## config.mk

```make
export PLATFORM = sky130hd
export DESIGN_NAME = uep0_out_status
export DESIGN_NICKNAME = d
export VERILOG_FILES = /design/src/verilog/uep0_pkg.sv /design/src/verilog/uep0_sync.sv /design/src/verilog/uep0_axil_slave.sv /design/src/verilog/uep0_out_status.sv
export SDC_FILE = /design/constraint.sdc
export NUM_CORES = 1
export LEC_CHECK = 0
export ABC_CLOCK_PERIOD_IN_PS = 2930
export BUFFER_PORTS_ARGS = -buffer_cell sky130_fd_sc_hd__clkbuf_2
export CORE_MARGIN = 5
export CORE_UTILIZATION = 52
export CTS_CLUSTER_SIZE = 24
export DETAILED_ROUTE_END_ITERATION = 8
export GPL_TIMING_DRIVEN = 0
export PLACE_DENSITY = 0.8
export SLEW_MARGIN = 20
export SYNTH_ARGS = -nofsm -noshare
export SYNTH_HDL_FRONTEND = slang
export SYNTH_SLANG_ARGS = --single-unit
```

## constraint.sdc

```tcl
create_clock -name mclk -period 2.93 [get_ports mclk]
set_input_delay 0.4395 -clock mclk [delete_from_list [all_inputs] [get_ports mclk]]
set_output_delay 0.4395 -clock mclk [all_outputs]
set_load 0.03 [all_outputs]
```

## src/verilog/uep0_pkg.sv

```systemverilog
// shared constants, types and register map of the endpoint-zero output and status block
package uep0_pkg;

  // ***********************************************************************
  // register map: printed offsets are indices, byte address is index * 4
  // ***********************************************************************
  localparam logic [15:0] IDX_CFG  = 16'hff82;
  localparam logic [15:0] IDX_BCNT = 16'hff83;
  localparam logic [15:0] IDX_MSK  = 16'hfffd;
  localparam logic [15:0] IDX_STA  = 16'hfffe;
  localparam logic [15:0] IDX_FADR = 16'hffff;
  localparam logic [31:0] ADR_CFG  = {14'h0000, IDX_CFG, 2'b00};
  localparam logic [31:0] ADR_BCNT = {14'h0000, IDX_BCNT, 2'b00};
  localparam logic [31:0] ADR_MSK  = {14'h0000, IDX_MSK, 2'b00};
  localparam logic [31:0] ADR_STA  = {14'h0000, IDX_STA, 2'b00};
  localparam logic [31:0] ADR_FADR = {14'h0000, IDX_FADR, 2'b00};

  // ***********************************************************************
  // field positions
  // ***********************************************************************
  localparam int CFG_IE_BIT    = 2;
  localparam int CFG_STALL_BIT = 3;
  localparam int CFG_TOG_BIT   = 5;
  localparam int CFG_BUFFER_MANAGER_ALLOW_BIT  = 7;
  localparam int BCNT_NAK_BIT  = 7;
  localparam int STA_SETUP_OVERWRITE_FLAG_BIT = 0;
  localparam int STA_WAKE_BIT  = 1;
  localparam int STA_SETUP_BIT = 2;
  localparam int STA_RING_BIT  = 3;
  localparam int STA_RES_BIT   = 5;
  localparam int STA_SUS_BIT   = 6;
  localparam int STA_RST_BIT   = 7;

  // ***********************************************************************
  // reset values, masks and limits
  // ***********************************************************************
  localparam logic       CFG_IE_RST    = 1'b0;
  localparam logic       CFG_STALL_RST = 1'b0;
  localparam logic       CFG_TOG_RST   = 1'b0;
  localparam logic       CFG_BUFFER_MANAGER_ALLOW_RST  = 1'b0;
  localparam logic       BCNT_NAK_RST  = 1'b1;
  localparam logic [3:0] BCNT_CNT_RST  = 4'h0;
  localparam logic [6:0] FADR_RST      = 7'h00;
  localparam logic [7:0] STA_RST       = 8'h00;
  localparam logic [7:0] MSK_RST       = 8'h00;
  localparam logic [7:0] STA_IMPL_MASK = 8'hef;
  localparam logic [3:0] BCNT_MAX      = 4'h8;
  localparam logic [3:0] EP_ZERO       = 4'h0;

  // ***********************************************************************
  // bus answers, token kinds, handshakes
  // ***********************************************************************
  localparam logic [1:0] RESP_OKAY   = 2'b00;
  localparam logic [1:0] RESP_DECERR = 2'b11;

  typedef enum logic [2:0] {TOK_SETUP = 3'b001, TOK_OUT = 3'b010, TOK_IN = 3'b100} uep0_tok_kind_t;
  typedef enum logic [2:0] {HS_ACK = 3'b001, HS_NAK = 3'b010, HS_STALL = 3'b100} uep0_hs_code_t;

  typedef struct packed {
    logic        awvalid;
    logic [31:0] awaddr;
    logic        wvalid;
    logic [31:0] wdata;
    logic [3:0]  wstrb;
    logic        bready;
    logic        arvalid;
    logic [31:0] araddr;
    logic        rready;
  } uep0_axil_req_t;

  typedef struct packed {
    logic        awready;
    logic        wready;
    logic        bvalid;
    logic [1:0]  bresp;
    logic        arready;
    logic        rvalid;
    logic [31:0] rdata;
    logic [1:0]  rresp;
  } uep0_axil_rsp_t;

  typedef struct packed {
    logic           valid;
    uep0_tok_kind_t kind;
    logic [6:0]     addr;
    logic [3:0]     ep;
    logic [3:0]     len;
    logic           pid;
  } uep0_tok_t;

  typedef struct packed {
    logic          valid;
    uep0_hs_code_t code;
  } uep0_hs_t;

endpackage : uep0_pkg

```

## src/verilog/uep0_sync.sv

```systemverilog
// three-stage synchroniser with agreement filter for pin inputs
`timescale 1ns/1ps
module uep0_sync
  import uep0_pkg::*;
(
  input  wire logic mclk,
  input  wire logic rst_n,
  input  wire logic pinIn,
  output logic      level
);

  typedef struct packed {
    logic s1;
    logic s2;
    logic s3;
    logic stable;
  } uep0_sync_st_t;

  uep0_sync_st_t s;
  uep0_sync_st_t next_s;

  // s1 feeds only s2; the filter looks at s2 and s3
  always_comb
  begin
    next_s    = s;
    next_s.s1 = pinIn;
    next_s.s2 = s.s1;
    next_s.s3 = s.s2;
    if (s.s2 == s.s3)
    begin
      next_s.stable = s.s3;
    end
  end

  always_ff @(posedge mclk or negedge rst_n)
  begin
    if (!rst_n)
    begin
      s <= '0;
    end
    else
    begin
      s <= next_s;
    end
  end

  assign level = s.stable;

endmodule : uep0_sync

```

## src/verilog/uep0_axil_slave.sv

```systemverilog
// axi4-lite slave front end: holds one write and one read, strobes the register file
`timescale 1ns/1ps
module uep0_axil_slave
  import uep0_pkg::*;
(
  input  wire logic     mclk,
  input  wire logic     rst_n,
  input  uep0_axil_req_t req,
  output uep0_axil_rsp_t rsp,
  output logic          wrEn,
  output logic [31:0]   wrAddr,
  output logic [31:0]   wrData,
  output logic [3:0]    wrStrb,
  input  wire logic     wrHit,
  output logic [31:0]   rdAddr,
  input  wire logic [31:0] rdData,
  input  wire logic     rdHit
);

  typedef struct packed {
    logic           awHeld;
    logic           wHeld;
    logic           arHeld;
    logic [31:0]    awAddr;
    logic [31:0]    wData;
    logic [3:0]     wStrb;
    logic [31:0]    arAddr;
    uep0_axil_rsp_t rsp;
  } uep0_slv_st_t;

  uep0_slv_st_t s;
  uep0_slv_st_t next_s;

  always_comb
  begin
    next_s = s;
    wrEn   = 1'b0;
    if (req.awvalid && s.rsp.awready)
    begin
      next_s.awHeld = 1'b1;
      next_s.awAddr = req.awaddr;
    end
    if (req.wvalid && s.rsp.wready)
    begin
      next_s.wHeld = 1'b1;
      next_s.wData = req.wdata;
      next_s.wStrb = req.wstrb;
    end
    if (s.rsp.bvalid && req.bready)
    begin
      next_s.rsp.bvalid = 1'b0;
    end
    // commit only once both halves are in and the last answer is gone
    if (s.awHeld && s.wHeld && !s.rsp.bvalid)
    begin
      wrEn              = 1'b1;
      next_s.awHeld     = 1'b0;
      next_s.wHeld      = 1'b0;
      next_s.rsp.bvalid = 1'b1;
      next_s.rsp.bresp  = wrHit ? RESP_OKAY : RESP_DECERR;
    end
    if (req.arvalid && s.rsp.arready)
    begin
      next_s.arHeld = 1'b1;
      next_s.arAddr = req.araddr;
    end
    if (s.rsp.rvalid && req.rready)
    begin
      next_s.rsp.rvalid = 1'b0;
    end
    if (s.arHeld && !s.rsp.rvalid)
    begin
      next_s.arHeld     = 1'b0;
      next_s.rsp.rvalid = 1'b1;
      next_s.rsp.rdata  = rdData;
      next_s.rsp.rresp  = rdHit ? RESP_OKAY : RESP_DECERR;
    end
    next_s.rsp.awready = !next_s.awHeld && !next_s.rsp.bvalid;
    next_s.rsp.wready  = !next_s.wHeld && !next_s.rsp.bvalid;
    next_s.rsp.arready = !next_s.arHeld && !next_s.rsp.rvalid;
  end

  always_ff @(posedge mclk or negedge rst_n)
  begin
    if (!rst_n)
    begin
      s <= '0;
    end
    else
    begin
      s <= next_s;
    end
  end

  assign rsp    = s.rsp;
  assign wrAddr = s.awAddr;
  assign wrData = s.wData;
  assign wrStrb = s.wStrb;
  assign rdAddr = s.arAddr;

endmodule : uep0_axil_slave

```

## src/verilog/uep0_out_status.sv

```systemverilog
// endpoint-zero output control, function address and usb event status registers
//
// Functional notes
// - config bit 2 enables completion interrupt
// - stall bit answers STALL, then self-clears
// - config bit 5 mirrors data toggle
// - config bit 7 allows buffer manager
// - byte count holds zero to eight
// - count nak bit zero accepts next OUT
// - count nak bit one NAKs OUT; resets one
// - seven-bit function address, reset zero
// - status flags hardware-set, write-one-clear
// - set flag with enable raises interrupt
// - status bit 0 flags setup overwrite
// - status bit 1 flags remote wakeup input
// - status bit 2 setup; NAKs endpoint zero
// - status bit 3 ring indicate rising edge
// - status bit 5 flags bus resume
// - status bit 6 flags bus suspend
// - status bit 7 port reset, survives function reset
// - mask register enables each status flag
//
// Local design decision: the AXI4-Lite register port.
`timescale 1ns/1ps
module uep0_out_status
  import uep0_pkg::*;
(
  input  wire logic      mclk,
  input  wire logic      rst_n,
  input  uep0_axil_req_t axiReq,
  output uep0_axil_rsp_t axiRsp,
  input  uep0_tok_t      tok,
  output uep0_hs_t       hs,
  input  wire logic      portResetPulse,
  input  wire logic      suspendPulse,
  input  wire logic      resumePulse,
  input  wire logic      wakeupPin,
  input  wire logic      ringPin,
  output logic           bufMgrAllow,
  output logic           ep0OutDone,
  output logic           usbIrq
);

  // ***********************************************************************
  // helpers
  // ***********************************************************************

  // reserved codes never reach the count field
  function automatic logic [3:0] clampCount(input logic [3:0] raw);
    clampCount = (raw > BCNT_MAX) ? BCNT_MAX : raw;
  endfunction : clampCount

  function automatic logic isMapped(input logic [31:0] adr);
    isMapped = (adr == ADR_CFG) ||
               (adr == ADR_BCNT) ||
               (adr == ADR_MSK) ||
               (adr == ADR_STA) ||
               (adr == ADR_FADR);
  endfunction : isMapped

  // edge of the filtered level; a raw pin could glitch a second event
  function automatic logic roseNow(input logic now, input logic prev);
    roseNow = now && !prev;
  endfunction : roseNow

  // ***********************************************************************
  // state
  // ***********************************************************************
  typedef struct packed {
    logic       cfgUbme;
    logic       cfgStall;
    logic       cfgIe;
    logic       toggle;
    logic       bcntNak;
    logic [3:0] bcntCnt;
    logic [6:0] fadr;
    logic [7:0] sta;
    logic [7:0] msk;
    logic       wakePrev;
    logic       ringPrev;
    uep0_hs_t   hs;
    logic       done;
    logic       irq;
    logic       allow;
  } uep0_main_st_t;

  uep0_main_st_t s;
  uep0_main_st_t next_s;

  logic        wrEn;
  logic [31:0] wrAddr;
  logic [31:0] wrData;
  logic [3:0]  wrStrb;
  logic [31:0] rdAddr;
  logic [31:0] rdData;
  logic        wakeLevel;
  logic        ringLevel;
  logic [7:0]  evt;
  logic        forUs;

  // ***********************************************************************
  // bus front end and pin synchronisers
  // ***********************************************************************
  uep0_axil_slave u_slave
  (
    .mclk   (mclk),
    .rst_n  (rst_n),
    .req    (axiReq),
    .rsp    (axiRsp),
    .wrEn   (wrEn),
    .wrAddr (wrAddr),
    .wrData (wrData),
    .wrStrb (wrStrb),
    .wrHit  (isMapped(wrAddr)),
    .rdAddr (rdAddr),
    .rdData (rdData),
    .rdHit  (isMapped(rdAddr))
  );

  uep0_sync u_sync_wake
  (
    .mclk  (mclk),
    .rst_n (rst_n),
    .pinIn (wakeupPin),
    .level (wakeLevel)
  );

  uep0_sync u_sync_ring
  (
    .mclk  (mclk),
    .rst_n (rst_n),
    .pinIn (ringPin),
    .level (ringLevel)
  );

  // ***********************************************************************
  // read mux
  // ***********************************************************************
  always_comb
  begin
    rdData = 32'h0000_0000;
    case (rdAddr)
      ADR_CFG:
      begin
        rdData[CFG_BUFFER_MANAGER_ALLOW_BIT]  = s.cfgUbme;
        rdData[CFG_TOG_BIT]   = s.toggle;
        rdData[CFG_STALL_BIT] = s.cfgStall;
        rdData[CFG_IE_BIT]    = s.cfgIe;
      end
      ADR_BCNT:
      begin
        rdData[BCNT_NAK_BIT] = s.bcntNak;
        rdData[3:0]          = s.bcntCnt;
      end
      ADR_MSK:
      begin
        rdData[7:0] = s.msk;
      end
      ADR_STA:
      begin
        rdData[7:0] = s.sta;
      end
      ADR_FADR:
      begin
        rdData[6:0] = s.fadr;
      end
      default:
      begin
        rdData = 32'h0000_0000;
      end
    endcase
  end

  // stored address decides, so a new address is answered from the edge after its write
  assign forUs = tok.valid && (tok.addr == s.fadr) && (tok.ep == EP_ZERO);

  // ***********************************************************************
  // next state
  // ***********************************************************************
  always_comb
  begin
    next_s          = s;
    next_s.hs.valid = 1'b0;
    next_s.done     = 1'b0;
    evt             = 8'h00;

    // software writes land on the low byte only
    if (wrEn && wrStrb[0])
    begin
      case (wrAddr)
        ADR_CFG:
        begin
          next_s.cfgUbme  = wrData[CFG_BUFFER_MANAGER_ALLOW_BIT];
          next_s.cfgStall = wrData[CFG_STALL_BIT];
          next_s.cfgIe    = wrData[CFG_IE_BIT];
        end
        ADR_BCNT:
        begin
          next_s.bcntNak = wrData[BCNT_NAK_BIT];
          next_s.bcntCnt = clampCount(wrData[3:0]);
        end
        ADR_MSK:
        begin
          next_s.msk = wrData[7:0] & STA_IMPL_MASK;
        end
        ADR_STA:
        begin
          next_s.sta = s.sta & ~wrData[7:0];
        end
        ADR_FADR:
        begin
          next_s.fadr = wrData[6:0];
        end
        default:
        begin
          next_s.fadr = next_s.fadr;
        end
      endcase
    end

    // ***********************************************************************
    // bus events
    // ***********************************************************************
    next_s.wakePrev = wakeLevel;
    next_s.ringPrev = ringLevel;
    evt[STA_WAKE_BIT] = roseNow(wakeLevel, s.wakePrev);
    evt[STA_RING_BIT] = roseNow(ringLevel, s.ringPrev);
    evt[STA_RES_BIT]  = resumePulse;
    evt[STA_SUS_BIT]  = suspendPulse;
    evt[STA_RST_BIT]  = portResetPulse;

    // function reset returns the endpoint and address, never the status flags
    if (portResetPulse)
    begin
      next_s.cfgUbme  = CFG_BUFFER_MANAGER_ALLOW_RST;
      next_s.cfgStall = CFG_STALL_RST;
      next_s.cfgIe    = CFG_IE_RST;
      next_s.toggle   = CFG_TOG_RST;
      next_s.bcntNak  = BCNT_NAK_RST;
      next_s.bcntCnt  = BCNT_CNT_RST;
      next_s.fadr     = FADR_RST;
    end
    else if (forUs)
    begin
      // ***********************************************************************
      // endpoint-zero transactions
      // ***********************************************************************
      case (tok.kind)
        TOK_SETUP:
        begin
          evt[STA_SETUP_BIT]  = 1'b1;
          evt[STA_SETUP_OVERWRITE_FLAG_BIT]  = s.sta[STA_SETUP_BIT];
          // data stage after a setup always opens on DATA1
          next_s.toggle       = 1'b1;
          next_s.hs.valid     = 1'b1;
          next_s.hs.code      = HS_ACK;
        end
        TOK_OUT:
        begin
          next_s.hs.valid = 1'b1;
          if (s.sta[STA_SETUP_BIT])
          begin
            next_s.hs.code = HS_NAK;
          end
          else if (s.cfgStall)
          begin
            next_s.hs.code  = HS_STALL;
            next_s.cfgStall = 1'b0;
          end
          else if (!s.cfgUbme || s.bcntNak)
          begin
            next_s.hs.code = HS_NAK;
          end
          else if (tok.pid != s.toggle)
          begin
            // repeated packet: ack so the host moves on, keep the buffer
            next_s.hs.code = HS_ACK;
          end
          else
          begin
            next_s.hs.code  = HS_ACK;
            next_s.bcntCnt  = clampCount(tok.len);
            next_s.bcntNak  = 1'b1;
            next_s.toggle   = !s.toggle;
            next_s.done     = s.cfgIe;
          end
        end
        TOK_IN:
        begin
          // only the setup hold is ours; otherwise the input side answers
          if (s.sta[STA_SETUP_BIT])
          begin
            next_s.hs.valid = 1'b1;
            next_s.hs.code  = HS_NAK;
          end
        end
        default:
        begin
          next_s.hs.valid = 1'b0;
        end
      endcase
    end

    // a set in the clearing cycle wins
    next_s.sta   = (next_s.sta | evt) & STA_IMPL_MASK;
    // from the next state, so a mask write acts at the same edge
    next_s.irq   = |(next_s.sta & next_s.msk);
    next_s.allow = next_s.cfgUbme;
  end

  // ***********************************************************************
  // registers
  // ***********************************************************************
  always_ff @(posedge mclk or negedge rst_n)
  begin
    if (!rst_n)
    begin
      s          <= '0;
      // buffer starts full: no OUT is taken until software rearms it
      s.bcntNak  <= BCNT_NAK_RST;
      s.bcntCnt  <= BCNT_CNT_RST;
      s.fadr     <= FADR_RST;
      s.sta      <= STA_RST;
      s.msk      <= MSK_RST;
      s.hs.code  <= HS_ACK;
    end
    else
    begin
      s <= next_s;
    end
  end

  // ***********************************************************************
  // outputs
  // ***********************************************************************
  // every output is a state flop, never next-state logic
  assign hs          = s.hs;
  assign bufMgrAllow = s.allow;
  assign ep0OutDone  = s.done;
  assign usbIrq      = s.irq;

endmodule : uep0_out_status

```

==> flow_summary.ini, run 1 <==
[run_status]
status = complete, no violations

[logic_synthesis]
yosysTopAreaCell = dfrtp_1
synthTopCellsByArea = dfrtp_1 53%, mux2_2 16%, buf_4 5.3%, mux2i_1 2.0%, nor2_1 1.7%
synth_top_area_frac = 0.531
synth_top_family_by_area = multiplexers
synth_compound_gate_area_share = 0.0600
synthAdderAreaFrac = 0.00512
yosys-mux-area-fraction = 0.180
synthSimpleGateAreaFrac = 0.128
syn_avg_cell_area_um2 = 11.8
syn-cell-area_um2 = 6360
yosysWarnings = 0
ys_ff_latch = 137
synthArstFlopShare = 1.00
ys_types = 54
synthXorXnorAreaFrac = 0.00964
synth_edf_count = 0
ys.flop_type = dfrtp_1
yosysSeqAreaShare = 0.539
syn_inst = 539

[cells_and_area]
drive_gt1_frac = 0.426
antenna_cells = 0
fill_cells = 927
layout-area-overhead-vs-synth_pct = 23.5
stdcell_area_um2 = 7850
layout.nets = 843
finalNonFillerCells = 868

[detailed_routing]
drtAntennaViolNets = 0
drt_first_pass_iters = 4
routed_wl_mm = 14.7
viasPerCell = 5.32
dr.first_iter.drc_count = 210
vias = 4619
drc = 0
wl_per_cell_um = 16.9

[cts]
cts_setup_buffers = 0
clkTransAtPathRegs_ns = 0.05
clkSinkCount = 137
cts_tree = done
clk_path_buf_depth = 2
clk_latency_ns = 0.42
cts_root_buf = clkbuf_16
htreeDepth = 4
cts_buffers = 17

[critical_path]
rr_endpoint = usbIrq
cp.arrival_ns = 2.96
end_kind = register
required_ns = 3.21
r2r_setup_slack_ns = 0.26
path_cells = nor4_2, nand3_1, nor4bb_2, clkbuf_4, mux2_2, a222oi_1, nand3_1
slowest_delay_ns = 0.45
slowest_stage = nor4_2
r2r-start = u_slave.wrAddr[22]
worstSetupStartpointType = register
worst_r2r_path_depth = 7
path_common_cell = nand3_1
critical_path_class = reg -> reg
path_max_fanout = 7

[global_route]
grt_pass1_vias = 4897
grt_use_total = 0.213
grt_pass1_wl_mm = 24.1
overflow = 0
grt_max_degree = 78
grt_antenna_before_repair = 0

[placed_design]
port_buffers = 127
dp_cells = 837
place_area_um2 = 7300
gp_congestion = 0.857
hpwl_mm = 11.1

[timing]
setup_viol = 0
tightest_slew_ns = 1.14
post-route-period-util = 0.911
fin_skew_ns = 0.00650
drv_slew = 0
relSlewSlack = 0.236
finalHoldViolations = 0
fin_tns_setup_ns = 0
fmax_ghz = 0.374
whs_ns = 0.127
fin_crit_ns = 2.67
rsz0062_at_grt = no

[floorplan]
fp.dieH_um = 121
coreArea_um2 = 12000
dieArea_um2 = 14500
die_x_um = 121
start_util = 0.529
num_rows = 40
ioPinCount = 180

[pwr]
power.density_nw_per_um2 = 820
ir_worst_vdd_uv = 673
p_leak_nw = 3.68
finalPower_mw = 6.44

[worst_hold_path]
holdCritPathClass = in -> reg
min_path_cells = 1
hold_end = u_sync_wake.next_s[2]
hold_start = wakeupPin

[run]
drv_cap = 0
==> synth_stat cells, drive strengths merged, types with 4 or more instances <==
master    n
buf      54
nor3     10
dfrtp   135
nand4    12
and2      4
nor4     17
nor2b     4
nand3    12
o21ai    21
inv      18
xnor2     6
nand4b    5
nand2    27
a222oi    4
mux2     90
a21oi    12
clkbuf   12
a31oi     4
mux2i    13
nor2     29
a22o      4
and3      4
==> final cells by class <==
cell class | count | area [um2] | share of cell area
Buffer | 66 | 424 | 0.0540
Clock buffer | 20 | 437 | 0.0556
Clock inverter | 10 | 81.3 | 0.0104
Inverter | 18 | 67.6 | 0.00861
Multi-Input combinational cell | 341 | 2540 | 0.324
Sequential cell | 137 | 3430 | 0.437
Tap cell | 147 | 184 | 0.0234
Timing Repair Buffer | 129 | 682 | 0.0869
==> logic make-up after synthesis <==
logic type | Yosys count
AOI/OAI and AO/OA | 60
xor gates and xnor gates | 7
adders and majority gates | 3
buffers and inverters | 84
DFF | 137
muxes | 103
other | 1
and+or+nand+nor | 144
==> critical path: cells and delay by family, from the launching register on <==
kind,cells,cell delay [ns]
multiplexers,1,0.37
buffers and inverters,1,0.26
flip-flops,1,0.39
AO/OA/AOI/OAI,1,0.38
AND/OR/NAND/NOR,4,1.14
==> metal layers <==
layer	up-vias	GRT usage	wire, um
met2	180	0.342	7150
met5	-	0	0
met4	0	0.103	416
li1	2213	-	-
met1	2193	0.262	5990
met3	33	0.0683	1090
==> sequential cells by signal, summed over array words and instances (netlist names), 2 cells and up <==
register,flops
s,31
u_slave.s,3
u_slave.wrAddr,32
u_slave.rdAddr,32
u_slave.wrData,8
hs,4
u_sync_wake.next_s,2
u_slave.rsp,15
u_sync_ring.next_s,2
==> what timing repair did <==
action,in CTS,in global routing
endpoints found under the setup margin,0,1
gates resized for setup,0,4
hold buffers,1,0
endpoints found under the hold margin,2,0
==> worst max-delay path by stage <==
stage | startpoint | to | slack (ns) | depth (start not counted)
2_1_floorplan | u_slave.wrAddr[22] | usbIrq | 0.68 | 7
3_3_place_gp | rst_n | u_slave.rsp[35] | -0.59 | 1
3_5_place_dp | u_slave.wrAddr[22] | usbIrq | 0.07 | 7
4_1_cts | u_slave.wrAddr[22] | usbIrq | 0.06 | 7
5_1_grt | u_slave.wrAddr[22] | usbIrq | 0.04 | 7
6_report | u_slave.wrAddr[22] | usbIrq | 0.26 | 7
==> per-stage QoR <==
step            util  setup slack (ns)
2_1_floorplan      -             0.676
3_3_place_gp   0.605            -0.594
3_5_place_dp   0.608            0.0715
4_1_cts        0.652            0.0561
5_1_grt        0.654            0.0371
6_report       0.654             0.260
==> power by group <==
group	internal (mW)	switching (mW)
sequential	2.49	0.453
clock	1.14	0.736
combinational	0.840	0.783
==> placed cells by master (no fill, tap or decap), drive strengths merged, types with 5 or more instances in the layout <==
cell,instances
a21oi,12
buf,54
clkbuf,160
clkinv,8
conb,24
dfrtp,135
inv,18
mux2,90
mux2i,13
nand2,27
nand3,12
nand4,12
nand4b,5
nor2,29
nor3,10
nor4,17
o21ai,21
xnor2,6
Note: power is estimated with default switching activity, not from simulation.
==> run 2: changes to the inputs <==
Settings changed: ABC_CLOCK_PERIOD_IN_PS 2930 to 2730, CORE_MARGIN 5 to 1.
Clock period 2.93 ns to 2.73 ns, I/O delays scaled along.
==> flow_summary.ini, run 2 (synthesized netlist as in run 1, its figures left out) <==
[timing]
tightest_slew_ns = 1.14
setup_viol = 0
fin_tns_setup_ns = 0
relSlewSlack = 0.233
fin_crit_ns = 2.59
whs_ns = -0.0247
fmax_ghz = 0.386
drv_slew = 0
fin_skew_ns = 0.0121
post-route-period-util = 0.950
fin_ws_ns = 0.138
finalHoldViolations = 14

[detailed_routing]
dr.first_iter.drc_count = 302
drt_first_pass_iters = 7
wl_per_cell_um = 16.2
drtAntennaViolNets = 0
routed_wl_mm = 14.1
vias = 4716
drc = 0
viasPerCell = 5.43

[cells_and_area]
antenna_cells = 0
fill_cells = 910
finalNonFillerCells = 869
layout.nets = 842
final_common_cell = dfrtp_1
layout-area-overhead-vs-synth_pct = 24.7
final_cell_mix = 135 x dfrtp_1, 126 x clkbuf_2, 90 x mux2_2, 46 x buf_4, 28 x nor2_1
drive_gt1_frac = 0.434
fin_util = 0.663

[critical_path]
required_ns = 3.01
worstSetupStartpointType = register
r2r_setup_slack_ns = 0.14
rr_endpoint = usbIrq
critPathLaunch = u_slave.wrAddr[29]
end_kind = register
r2r-start = u_slave.wrAddr[29]
critical_path_class = reg -> reg
endpoint = usbIrq
worst_r2r_path_depth = 7
cp.arrival_ns = 2.87
path_max_fanout = 7

[worst_hold_path]
holdCritPathClass = in -> async

[cts]
clk_path_buf_depth = 2
cts_root_buf = clkbuf_16
clkSinkCount = 137
htreeDepth = 4
cts_buffers = 17
clkTransAtPathRegs_ns = 0.06
clk_latency_ns = 0.42
cts_tree = done
cts_setup_buffers = 0

[placed_design]
hpwl_mm = 10.2
dp_cells = 837
gp_congestion = 0.850
dp_slack_ns = -0.124
port_buffers = 127

[floorplan]
die_x_um = 113
coreArea_um2 = 12000
num_rows = 40
dieArea_um2 = 12700
ioPinCount = 180
fp.dieH_um = 113
start_util = 0.532

[global_route]
grt_use_total = 0.232
grt_pass1_wl_mm = 22.5
grt_max_degree = 72
grt_pass1_vias = 4653
overflow = 0
grt_antenna_before_repair = 0

[pwr]
finalPower_mw = 7.13
p_leak_nw = 3.71
ir_worst_vdd_uv = 580
power.density_nw_per_um2 = 900

[run_status]
status = complete, but fails checks
violations = negative hold slack

[run]
drv_cap = 0
==> run 2: cell count changes in the layout (fill, tap and decap cells not counted), moves of 2 or more <==
cell,previous run,this run
clkbuf_8,1,4
inv_6,0,5
clkbuf_1,15,13
clkinv_2,7,1
clkinvlp_4,1,3
==> run 2: metal layers <==
layer,global-route usage,up-vias,wire length (um)
met1,0.284,2250,5740
met2,0.393,235,7100
met3,0.0653,25,1040
met5,0,-,0
li1,-,2206,-
met4,0.0836,0,199
==> run 2: power by group <==
part | switching, mW | leakage [nW] | internal, mW
registers | 0.499 | 1.67 | 2.67
clock network | 0.872 | 0.278 | 1.34
logic | 0.848 | 1.76 | 0.908
==> run 2: per-stage QoR <==
step | cell area, um2 | hold WS [ns]
2_1_floorplan | 6450 | 0.114
3_3_place_gp | 7270 | 0.335
3_5_place_dp | 7300 | 0.339
4_1_cts | 7900 | 0.0000624
5_1_grt | 7930 | 0.0198
6_report | 7930 | -0.0247
==> run 2: final cells by class <==
| class | count | area [um2] | share of cell area |
|---|---|---|---|
| plain buffers | 66 | 424 | 0.0535 |
| clock buffers | 21 | 470 | 0.0593 |
| clock inverters | 11 | 110 | 0.0139 |
| inverters | 18 | 67.6 | 0.00852 |
| multi-input cells | 341 | 2570 | 0.324 |
| flip-flops and latches | 137 | 3430 | 0.433 |
| well taps | 147 | 184 | 0.0232 |
| repair buffers | 128 | 672 | 0.0848 |
==> run 2: repair_timing <==
action	CTS	global route
resized for setup	2	7
endpoints found under the hold margin	0	0
hold buffers	0	0
setup endpoints to repair	1	1
==> run 2: worst min path at each step <==
stage                               start               endpoint  slack (ns)
global route                        rst_n     u_slave.rdAddr[17]        0.02
floorplan                           rst_n            bufMgrAllow        0.11
global placement    u_sync_ring.next_s[2]  u_sync_ring.next_s[1]        0.33
detailed placement  u_sync_wake.next_s[2]  u_sync_wake.next_s[1]        0.34
finish                              rst_n     u_slave.rdAddr[17]       -0.02
CTS                                 rst_n     u_slave.rdAddr[16]     0.00006
==> run 2: critical path, cell delays in order (launching register included) <==
cell and delay (ns):
dfrtp_1 0.39, nor4_1 0.40, nand3_2 0.18, nor4bb_2 0.32, buf_4 0.22, mux2_2 0.37
a222oi_1 0.41, nand3_1 0.15
